**src/pkg/mdw_defs.vh**
```
`ifndef MDW_DEFS_VH
`define MDW_DEFS_VH
// Timing
`define MDW_CLK_MHZ        50
`define MDW_EXEC_NS        500
`define MDW_EXEC_CYC       ((`MDW_EXEC_NS * `MDW_CLK_MHZ + 999) / 1000)
// Instruction queue
`define MDW_FIFO_DEPTH     120
`define MDW_PTR_LAST       7'd119
`define MDW_FIFO_FULL      7'd120
// Instruction word fields
`define MDW_FRAME_BITS     5'd24
`define MDW_F_GRP_HI       23
`define MDW_F_GRP_LO       20
`define MDW_F_CH_HI        19
`define MDW_F_CH_LO        16
`define MDW_F_SEL_HI       15
`define MDW_F_SEL_LO       14
`define MDW_F_DATA_HI      13
`define MDW_GRP_ALL        4'hF
`define MDW_CH_PER_GRP     10
`define MDW_NUM_CH         40
`define MDW_SEL_SPECIAL    2'b00
`define MDW_SOFT_RST_CODE  14'h3FFF
// Register offsets
`define MDW_REG_STATUS     8'h00
`define MDW_REG_EXEC       8'h04
`define MDW_REG_LAST       8'h08
`define MDW_REG_DIRTY_LO   8'h0C
`define MDW_REG_DIRTY_HI   8'h10
`define MDW_REG_DROPS      8'h14
// Status bit positions
`define MDW_ST_BUSY        8
`define MDW_ST_GROUND      9
`define MDW_ST_PEND        10
`define MDW_ST_PAWAKE      11
`define MDW_ST_SAWAKE      12
`define MDW_ST_PSEL        13
// Reset values and response codes
`define MDW_EXEC_RST       8'h19
`define MDW_RESP_OKAY      2'b00
`define MDW_RESP_SLVERR    2'b10
`endif

```
**src/rtl/mdw_fifo_mem.v**
```verilog
`timescale 1ns/1ps
`default_nettype none
`include "mdw_defs.vh"
module mdw_fifo_mem (
  input  wire        aclk,
  input  wire        wr_en,
  input  wire [6:0]  wr_addr,
  input  wire [23:0] wr_data,
  input  wire        rd_en,
  input  wire [6:0]  rd_addr,
  output reg  [23:0] rd_data
);
  reg [23:0] mem [0:`MDW_FIFO_DEPTH-1];

  always @(posedge aclk)
  begin
    if (wr_en)
      mem[wr_addr] <= wr_data;
    if (rd_en)
      rd_data <= mem[rd_addr];
  end
endmodule
`default_nettype wire

```
**src/rtl/mdw_serial_rx.v**
```verilog
`timescale 1ns/1ps
`default_nettype none
`include "mdw_defs.vh"
module mdw_serial_rx (
  input  wire        aclk,
  input  wire        aresetn,
  input  wire        enable,
  input  wire        chain_enable,
  input  wire        sclk,
  input  wire        sync_n,
  input  wire        sdin,
  output reg         word_valid,
  output reg  [23:0] word,
  output reg         chain_out,
  output reg         awake
);
  reg [1:0]  sclk_s;
  reg [1:0]  sync_s;
  reg [1:0]  din_s;
  reg [1:0]  chain_enable_s;
  reg        sclk_d;
  reg        sync_d;
  reg [23:0] shreg;
  reg [4:0]  cnt;
  wire       sclk_fall = sclk_d & ~sclk_s[1];
  wire       sclk_rise = ~sclk_d & sclk_s[1];
  wire       sync_fall = sync_d & ~sync_s[1];
  wire       sync_rise = ~sync_d & sync_s[1];
  wire       chain     = chain_enable_s[1];
  wire       full      = (cnt == `MDW_FRAME_BITS);

  always @(posedge aclk)
  begin
    if (!aresetn)
    begin
      sclk_s     <= 2'h3;
      sync_s     <= 2'h3;
      din_s      <= 2'h0;
      chain_enable_s     <= 2'h0;
      sclk_d     <= 1'b1;
      sync_d     <= 1'b1;
      shreg      <= 24'h000000;
      cnt        <= 5'h00;
      awake      <= 1'b0;
      word_valid <= 1'b0;
      word       <= 24'h000000;
      chain_out  <= 1'b0;
    end
    else
    begin
      sclk_s     <= {sclk_s[0], sclk};
      sync_s     <= {sync_s[0], sync_n};
      din_s      <= {din_s[0], sdin};
      chain_enable_s     <= {chain_enable_s[0], chain_enable};
      sclk_d     <= sclk_s[1];
      sync_d     <= sync_s[1];
      word_valid <= 1'b0;
      if (!enable)
        awake <= 1'b0;
      else if (sync_fall && (chain || !awake || full))
      begin
        awake <= 1'b1;
        cnt   <= 5'h00;
      end
      else if (sync_rise && awake && (chain || full))
      begin
        awake <= 1'b0;
        if (full)
        begin
          word_valid <= 1'b1;
          word       <= shreg;
        end
      end
      else if (sclk_fall && awake && (chain ? !sync_s[1] : !full))
      begin
        shreg <= {shreg[22:0], din_s[1]};
        if (!full)
          cnt <= cnt + 5'h01;
      end
      if (sclk_rise && chain && awake && !sync_s[1])
        chain_out <= shreg[23];
    end
  end
endmodule
`default_nettype wire

```
**src/rtl/mdw_write_port.v**
```verilog
`timescale 1ns/1ps
`default_nettype none
`include "mdw_defs.vh"
module mdw_write_port (
  input  wire        aclk,
  input  wire        aresetn,
  input  wire        port_select,
  input  wire        cs_n,
  input  wire        wr_n,
  input  wire        dest_select_hi,
  input  wire        dest_select_lo,
  input  wire [13:0] parallel_word,
  input  wire [7:0]  channel_address,
  input  wire        sclk,
  input  wire        sync_n,
  input  wire        sdin,
  input  wire        chain_enable,
  output wire        chain_out,
  input  wire        output_clear_n,
  input  wire        load_outputs_n,
  output reg         busy_n,
  output reg         ref_ground_level,
  output reg         load_strobe,
  output reg  [39:0] load_mask,
  output reg         exec_valid,
  output reg  [7:0]  exec_address,
  output reg  [1:0]  exec_dest,
  output reg  [13:0] exec_word,
  output reg         soft_reset,
  input  wire [7:0]  s_axi_awaddr,
  input  wire        s_axi_awvalid,
  output reg         s_axi_awready,
  input  wire [31:0] s_axi_wdata,
  input  wire [3:0]  s_axi_wstrb,
  input  wire        s_axi_wvalid,
  output reg         s_axi_wready,
  output reg  [1:0]  s_axi_bresp,
  output reg         s_axi_bvalid,
  input  wire        s_axi_bready,
  input  wire [7:0]  s_axi_araddr,
  input  wire        s_axi_arvalid,
  output reg         s_axi_arready,
  output reg  [31:0] s_axi_rdata,
  output reg  [1:0]  s_axi_rresp,
  output reg         s_axi_rvalid,
  input  wire        s_axi_rready
);
  localparam [2:0] ST_IDLE = 3'b001;
  localparam [2:0] ST_READ = 3'b010;
  localparam [2:0] ST_EXEC = 3'b100;

  //////////////////////////////////////////////////////////////////////////////
  // Pin synchronisers
  reg [1:0]  psel_s;
  reg [1:0]  wr_s;
  reg [1:0]  cs_s;
  reg [1:0]  clr_s;
  reg [1:0]  ld_s;
  reg [23:0] pw_s0;
  reg [23:0] pw_s1;
  reg        wr_d;
  reg        ld_d;

  always @(posedge aclk)
  begin
    if (!aresetn)
    begin
      psel_s <= 2'h0;
      wr_s   <= 2'h3;
      cs_s   <= 2'h3;
      clr_s  <= 2'h3;
      ld_s   <= 2'h3;
      pw_s0  <= 24'h000000;
      pw_s1  <= 24'h000000;
      wr_d   <= 1'b1;
      ld_d   <= 1'b1;
    end
    else
    begin
      psel_s <= {psel_s[0], port_select};
      wr_s   <= {wr_s[0], wr_n};
      cs_s   <= {cs_s[0], cs_n};
      clr_s  <= {clr_s[0], output_clear_n};
      ld_s   <= {ld_s[0], load_outputs_n};
      pw_s0  <= {channel_address, dest_select_hi, dest_select_lo, parallel_word};
      pw_s1  <= pw_s0;
      wr_d   <= wr_s[1];
      ld_d   <= ld_s[1];
    end
  end

  //////////////////////////////////////////////////////////////////////////////
  // Parallel and serial capture
  reg         par_awake;
  wire        ser_mode  = psel_s[1];
  wire        par_fall  = wr_d & ~wr_s[1];
  wire        par_rise  = ~wr_d & wr_s[1];
  wire        par_valid = par_rise && !cs_s[1] && !ser_mode && par_awake;
  wire        ser_valid;
  wire [23:0] ser_word;
  wire        ser_awake;
  wire        in_valid  = par_valid || (ser_valid && ser_mode);
  wire [23:0] in_word   = ser_mode ? ser_word : pw_s1;

  always @(posedge aclk)
  begin
    if (!aresetn)
      par_awake <= 1'b0;
    else if (ser_mode)
      par_awake <= 1'b0;
    else if (par_fall)
      par_awake <= 1'b1;
    else if (par_rise)
      par_awake <= 1'b0;
  end

  mdw_serial_rx u_serial (
    .aclk         (aclk),
    .aresetn      (aresetn),
    .enable       (ser_mode),
    .chain_enable (chain_enable),
    .sclk         (sclk),
    .sync_n       (sync_n),
    .sdin         (sdin),
    .word_valid   (ser_valid),
    .word         (ser_word),
    .chain_out    (chain_out),
    .awake        (ser_awake)
  );

  //////////////////////////////////////////////////////////////////////////////
  // Instruction FIFO
  reg  [6:0]  wr_ptr;
  reg  [6:0]  rd_ptr;
  reg  [6:0]  count;
  reg  [7:0]  drops;
  reg  [2:0]  state;
  wire        fifo_full = (count == `MDW_FIFO_FULL);
  wire        push      = in_valid && !fifo_full;
  wire        pop       = (state == ST_IDLE) && (count != 7'h00);
  wire [23:0] rd_data;

  mdw_fifo_mem u_mem (
    .aclk    (aclk),
    .wr_en   (push),
    .wr_addr (wr_ptr),
    .wr_data (in_word),
    .rd_en   (pop),
    .rd_addr (rd_ptr),
    .rd_data (rd_data)
  );

  always @(posedge aclk)
  begin
    if (!aresetn)
    begin
      wr_ptr <= 7'h00;
      rd_ptr <= 7'h00;
      count  <= 7'h00;
      drops  <= 8'h00;
    end
    else
    begin
      if (push)
        wr_ptr <= (wr_ptr == `MDW_PTR_LAST) ? 7'h00 : wr_ptr + 7'h01;
      if (pop)
        rd_ptr <= (rd_ptr == `MDW_PTR_LAST) ? 7'h00 : rd_ptr + 7'h01;
      if (push && !pop)
        count <= count + 7'h01;
      else if (pop && !push)
        count <= count - 7'h01;
      if (in_valid && fifo_full && (drops != 8'hFF))
        drops <= drops + 8'h01;
    end
  end

  //////////////////////////////////////////////////////////////////////////////
  // Execution
  reg  [23:0] cur;
  reg  [7:0]  exec_cnt;
  reg  [7:0]  exec_cycles;
  reg  [39:0] dirty;
  wire [39:0] cur_mask;
  wire [3:0]  cur_grp   = cur[`MDW_F_GRP_HI:`MDW_F_GRP_LO];
  wire [3:0]  cur_ch    = cur[`MDW_F_CH_HI:`MDW_F_CH_LO];
  wire [1:0]  cur_sel   = cur[`MDW_F_SEL_HI:`MDW_F_SEL_LO];
  wire [13:0] cur_data  = cur[`MDW_F_DATA_HI:0];
  wire        cur_srst  = (cur_sel == `MDW_SEL_SPECIAL) && (cur_data == `MDW_SOFT_RST_CODE);
  wire        exec_done = (state == ST_EXEC) && (exec_cnt == 8'h01);
  wire        busy_now  = (state != ST_IDLE) || (count != 7'h00);

  genvar gi;
  generate
    for (gi = 0; gi < `MDW_NUM_CH; gi = gi + 1)
    begin : g_mask
      localparam integer GRP = gi / `MDW_CH_PER_GRP;
      localparam integer CH  = gi % `MDW_CH_PER_GRP;
      assign cur_mask[gi] = ((cur_grp == GRP[3:0]) || (cur_grp == `MDW_GRP_ALL)) &&
                            (cur_ch == CH[3:0]);
    end
  endgenerate

  always @(posedge aclk)
  begin
    if (!aresetn)
    begin
      state        <= ST_IDLE;
      cur          <= 24'h000000;
      exec_cnt     <= 8'h00;
      exec_valid   <= 1'b0;
      exec_address <= 8'h00;
      exec_dest    <= 2'h0;
      exec_word    <= 14'h0000;
      soft_reset   <= 1'b0;
      busy_n       <= 1'b1;
    end
    else
    begin
      exec_valid <= 1'b0;
      soft_reset <= 1'b0;
      busy_n     <= ~busy_now;
      case (state)
        ST_IDLE:
        begin
          if (pop)
            state <= ST_READ;
        end
        ST_READ:
        begin
          cur      <= rd_data;
          exec_cnt <= (exec_cycles == 8'h00) ? 8'h01 : exec_cycles;
          state    <= ST_EXEC;
        end
        ST_EXEC:
        begin
          exec_cnt <= exec_cnt - 8'h01;
          if (exec_done)
          begin
            exec_valid   <= 1'b1;
            exec_address <= cur[`MDW_F_GRP_HI:`MDW_F_CH_LO];
            exec_dest    <= cur_sel;
            exec_word    <= cur_data;
            soft_reset   <= cur_srst;
            state        <= ST_IDLE;
          end
        end
        default:
          state <= ST_IDLE;
      endcase
    end
  end

  //////////////////////////////////////////////////////////////////////////////
  // Clear and load
  reg         load_pend;
  wire        ld_fall  = ld_d & ~ld_s[1];
  wire        do_load  = clr_s[1] && !busy_now &&
                         (ld_fall || load_pend || (!busy_n && !ld_s[1]));
  wire [39:0] set_mask = !exec_done ? 40'h0000000000 :
                         cur_srst ? {40{1'b1}} : cur_mask;

  always @(posedge aclk)
  begin
    if (!aresetn)
    begin
      load_pend        <= 1'b0;
      ref_ground_level <= 1'b0;
      load_strobe      <= 1'b0;
      load_mask        <= 40'h0000000000;
      dirty            <= 40'h0000000000;
    end
    else
    begin
      load_strobe <= 1'b0;
      dirty       <= (do_load ? 40'h0000000000 : dirty) | set_mask;
      if (!clr_s[1])
      begin
        ref_ground_level <= 1'b1;
        load_pend        <= 1'b0;
      end
      else if (do_load)
      begin
        load_strobe      <= 1'b1;
        load_mask        <= dirty;
        ref_ground_level <= 1'b0;
        load_pend        <= 1'b0;
      end
      else if (ld_fall && busy_now)
        load_pend <= 1'b1;
    end
  end

  //////////////////////////////////////////////////////////////////////////////
  // AXI4-Lite register slave
  reg  [7:0]  aw_addr;
  reg  [31:0] w_data;
  reg  [3:0]  w_strb;
  reg  [23:0] last_word;
  reg  [31:0] rd_mux;
  reg         rd_hit;
  wire        aw_held   = !s_axi_awready;
  wire        w_held    = !s_axi_wready;
  wire        wr_go     = aw_held && w_held && !s_axi_bvalid;
  wire        ar_go     = s_axi_arvalid && s_axi_arready;
  wire        wr_exec   = wr_go && (aw_addr == `MDW_REG_EXEC);

  always @*
  begin
    rd_mux = 32'h00000000;
    rd_hit = 1'b1;
    case (s_axi_araddr)
      `MDW_REG_STATUS:
      begin
        rd_mux[6:0]           = count;
        rd_mux[`MDW_ST_BUSY]   = busy_now;
        rd_mux[`MDW_ST_GROUND] = ref_ground_level;
        rd_mux[`MDW_ST_PEND]   = load_pend;
        rd_mux[`MDW_ST_PAWAKE] = par_awake;
        rd_mux[`MDW_ST_SAWAKE] = ser_awake;
        rd_mux[`MDW_ST_PSEL]   = ser_mode;
      end
      `MDW_REG_EXEC:     rd_mux[7:0]  = exec_cycles;
      `MDW_REG_LAST:     rd_mux[23:0] = last_word;
      `MDW_REG_DIRTY_LO: rd_mux       = dirty[31:0];
      `MDW_REG_DIRTY_HI: rd_mux[7:0]  = dirty[39:32];
      `MDW_REG_DROPS:    rd_mux[7:0]  = drops;
      default:           rd_hit       = 1'b0;
    endcase
  end

  always @(posedge aclk)
  begin
    if (!aresetn)
    begin
      s_axi_awready <= 1'b1;
      s_axi_wready  <= 1'b1;
      s_axi_bvalid  <= 1'b0;
      s_axi_bresp   <= `MDW_RESP_OKAY;
      s_axi_arready <= 1'b1;
      s_axi_rvalid  <= 1'b0;
      s_axi_rdata   <= 32'h00000000;
      s_axi_rresp   <= `MDW_RESP_OKAY;
      aw_addr       <= 8'h00;
      w_data        <= 32'h00000000;
      w_strb        <= 4'h0;
      exec_cycles   <= `MDW_EXEC_RST;
      last_word     <= 24'h000000;
    end
    else
    begin
      if (push)
        last_word <= in_word;
      if (s_axi_awvalid && s_axi_awready)
      begin
        aw_addr       <= s_axi_awaddr;
        s_axi_awready <= 1'b0;
      end
      if (s_axi_wvalid && s_axi_wready)
      begin
        w_data       <= s_axi_wdata;
        w_strb       <= s_axi_wstrb;
        s_axi_wready <= 1'b0;
      end
      if (wr_go)
      begin
        s_axi_bvalid <= 1'b1;
        s_axi_bresp  <= (wr_exec || aw_addr == `MDW_REG_STATUS ||
                         aw_addr == `MDW_REG_LAST || aw_addr == `MDW_REG_DIRTY_LO ||
                         aw_addr == `MDW_REG_DIRTY_HI || aw_addr == `MDW_REG_DROPS) ?
                        `MDW_RESP_OKAY : `MDW_RESP_SLVERR;
        if (wr_exec && w_strb[0])
          exec_cycles <= w_data[7:0];
      end
      if (s_axi_bvalid && s_axi_bready)
      begin
        s_axi_bvalid  <= 1'b0;
        s_axi_awready <= 1'b1;
        s_axi_wready  <= 1'b1;
      end
      if (ar_go)
      begin
        s_axi_arready <= 1'b0;
        s_axi_rvalid  <= 1'b1;
        s_axi_rdata   <= rd_mux;
        s_axi_rresp   <= rd_hit ? `MDW_RESP_OKAY : `MDW_RESP_SLVERR;
      end
      if (s_axi_rvalid && s_axi_rready)
      begin
        s_axi_rvalid  <= 1'b0;
        s_axi_arready <= 1'b1;
      end
    end
  end
endmodule
`default_nettype wire

```
**config.mk**
```make
export PLATFORM = sky130hd
export DESIGN_NAME = mdw_write_port
export DESIGN_NICKNAME = d
export VERILOG_FILES = /design/src/rtl/mdw_fifo_mem.v /design/src/rtl/mdw_serial_rx.v /design/src/rtl/mdw_write_port.v
export VERILOG_INCLUDE_DIRS = /design/src /design/src/pkg
export SDC_FILE = /design/constraint.sdc
export NUM_CORES = 2
export LEC_CHECK = 0
export ABC_AREA = 1
export BUFFER_PORTS_ARGS = -buffer_cell sky130_fd_sc_hd__buf_2
export CORE_MARGIN = 10
export CORE_UTILIZATION = 63
export DETAILED_ROUTE_END_ITERATION = 8
export PLACE_DENSITY_LB_ADDON = 0.15
export SETUP_SLACK_MARGIN = 0.05
export SYNTH_ARGS = -nofsm -noshare
export SYNTH_HDL_FRONTEND = slang
export SYNTH_SLANG_ARGS = --single-unit
export TNS_END_PERCENT = 50
```
**constraint.sdc**
```tcl
create_clock -name aclk -period 4.4 [get_ports aclk]
set_clock_uncertainty 0.05 [all_clocks]
set_input_delay 1.1 -clock aclk [delete_from_list [all_inputs] [get_ports aclk]]
set_output_delay 1.1 -clock aclk [all_outputs]
set_load 0.01 [all_outputs]
```
==> reports/results.ini <==
[timing]
fin_crit_ns=3.758
rsz0062_at_grt=false
fin_crit_sh_pct=85.40
final-max-slew-violation-count=0
setup_viol=0
timing.hold.ws_ns=0.2636
worst_pin_slew_ns=1.285
worst_slack_ns=0.6424
fin_setup_tns_ns=0
hold_viol=0
max_freq_mhz=266.1
slew-limit-headroom_pct=14.35

[layout]
final_layout_size_suffix_gt1_share_pct=8.852
layout_common_cells=nand2_1 (4,052), edfxtp_1 (2,904), nand3_1 (1,916)
layout.nets=12680
layout_commonest_cell=nand2_1
final_util_pct=70.51
syn_to_final_growth_pct=11.57

[clocking]
h-tree-depth=5
cts_buffers=341
path_clk_slew_ns=0.06
cts_root_buffer=clkbuf_16
cts_tree=done
insertion_delay_ns=0.97
cts_buffer_depth=4
cts_setup_buffers=0
post_cts_resized=0
postCtsHoldBufs=0
cts_sinks=3293

[routing]
drcViolationCount=0
viasPerCell=6.065
ant_nets=0
first_pass_iters=7
drt_iter0_markers=14200
wl_mm=378.3
wl_per_cell_um=24.19
vias=94840

[die]
num_io_pins=203
die_h_um=481.0
core.rowCount=169
die_w_um=481.0
start_util_pct=63.20
die_area_um2=231400
core-area_um2=211900

[logic_synthesis]
postSynthCellCount=12460
yosysSeqAreaShare_pct=70.94
synth_area_leaders=edfxtp_1 (65%), nand2_1 (11%), nand3_1 (7.2%)
synth_area_um2=133900
synth_cell_type_count=49
avgSynthCellArea_um2=10.74
yosys.area.top_type=edfxtp_1
synth_seq_cells=3293
synth_top_area_share_pct=65.12
yosysWarnings=0

[min_path]
min_path_type=input port to register
worstHoldStart=parallel_word[1]
hold_depth=3
whs_endpoint=pw_s0[1]

[placement]
dp.final_hpwl_mm=213.4
port-buffer-count=173
gp_congestion=0.9091
post-place-ws_ns=0.8050

[critical_path]
regToRegSetupSlack_ns=0.64
end_kind=register
criticalPathCategory=register to register
start_kind=register
crit_arrival_ns=4.32
r2r_start=psel_s[1]
rr_worst_depth=5
cp-startpoint=psel_s[1]
path_max_fanout=78
required_ns=4.96
r2r-end=u_mem.mem[42][3]

[global_route]
grt_overflow=0
grt_pass1_wl_mm=556.2
grt_max_degree=216
grt_pass1_vias=89110
antenna_found_initial=11
grt_usage_pct=31.84

[flow_run]
cap_violations=0

[power_and_ir_drop]
power_density_nw_per_um2=515.2
peakVddDrop_mv=0.5133
combPwrFrac_pct=19.2
p_sw_mw=22.75
power_mw=76.97
p_leak_nw=59.98
clkPwrFrac_pct=35.9
internal-power_mw=54.22
switching_share_pct=29.55
power_frac_seq_pct=44.9

[run_status]
status=finished clean

flip-flops by register name, indices dropped and copies added, names as in the netlist, 8 cells and up:
register,cells
u_serial.word,24
pw_s0,24
u_mem.rd_data,24
w_data,8
exec_cnt,8
u_mem.mem,2880
drops,8
aw_addr,8
pw_s1,24
cur,24
last_word,24
s_axi_rdata,32
u_serial.shreg,24
load_mask,40
exec_cycles,8
exec_word,14
dirty,40
exec_address,8
cell type report:
| cell class | instances | area (µm²) |
|---|---|---|
| clock inverter | 151 | 1333 |
| clock buffer | 434 | 9185 |
| tap | 2821 | 3530 |
| fill | 14600 | 62470 |
| inverter | 729 | 2761 |
| multi-input combinational | 7709 | 33500 |
| sequential | 3293 | 95010 |
| timing repair buffer | 495 | 4068 |
| antenna | 6 | 15.01 |
synthesized netlist by cell type (all sizes together):
| cell | n |
|---|---|
| a211oi | 2 |
| a21boi | 1 |
| a21o | 1 |
| a21oi | 226 |
| a221oi | 1 |
| a31o | 1 |
| a31oi | 7 |
| and2 | 1 |
| buf | 415 |
| clkbuf | 319 |
| clkinv | 9 |
| conb | 1 |
| dfxtp | 389 |
| edfxtp | 2904 |
| fa | 1 |
| ha | 16 |
| inv | 720 |
| mux2i | 1 |
| nand2 | 4078 |
| nand3 | 1918 |
| nand3b | 4 |
| nand4 | 23 |
| nor2 | 827 |
| nor3 | 59 |
| nor3b | 3 |
| nor4 | 7 |
| o2111ai | 1 |
| o211ai | 32 |
| o21a | 2 |
| o21ai | 416 |
| o221ai | 9 |
| o22ai | 36 |
| o31ai | 3 |
| or2 | 16 |
| xnor2 | 3 |
| xor2 | 12 |
metal layers:
metal	up-vias	part of all wire, %	GRT usage (%)
met2	5996	45	48.15
met4	4	5.0	14.58
met1	45500	38	44.34
met5	-	0.0056	0
li1	42420	-	-
met3	917	13	7.268
worst max-delay path, cell delays in order (launching register included):
cell      delay (ns)
dfxtp_1         0.35
buf_4           0.35
clkinv_1        0.85
nand2_1         0.37
nand2_4         0.63
buf_4           0.61
worst max-delay path by stage:
stage,end,slack [ns]
6_report,u_mem.mem[42][3],0.64
5_1_grt,count[5],0.46
4_1_cts,u_mem.mem[106][3],0.76
3_5_place_dp,u_mem.mem[42][3],0.81
3_3_place_gp,count[5],0.80
2_1_floorplan,count[5],0.46
metrics by stage:
stage / instance area (µm²) / cells
2_1_floorplan: 133900 / 12470
3_3_place_gp: 138900 / 15050
3_5_place_dp: 138900 / 15050
4_1_cts: 149400 / 15630
5_1_grt: 149400 / 15630
6_report: 149400 / 15640
cell families (layout without fill, tap and decap cells):
kind of cell	Yosys count	count (layout)	synth area share (%)
multiplexers	1	1	0.007475
flip-flops	3293	3293	70.94
adder cells (fa/ha/maj)	17	17	0.1644
buffers and inverters	1463	1809	4.456
AND/OR/NAND/NOR	6936	6936	21.42
AO/OA/AOI/OAI	738	738	2.917
XOR/XNOR	15	15	0.09811
other	1	8	0.002800
power by group through the flow:
| stage | logic, mW | registers [mW] | clock network [mW] |
|---|---|---|---|
| after CTS | 14.4 | 34.6 | 27.7 |
| after global placement | 14.0 | 35.2 | 0 |
| after global routing | 16.0 | 34.6 | 29.0 |
| after floorplan | 9.62 | 35.0 | 0 |
| after detailed placement | 14.3 | 35.2 | 0 |
| final | 14.8 | 34.6 | 27.6 |
(Power assumes the default switching activity.)
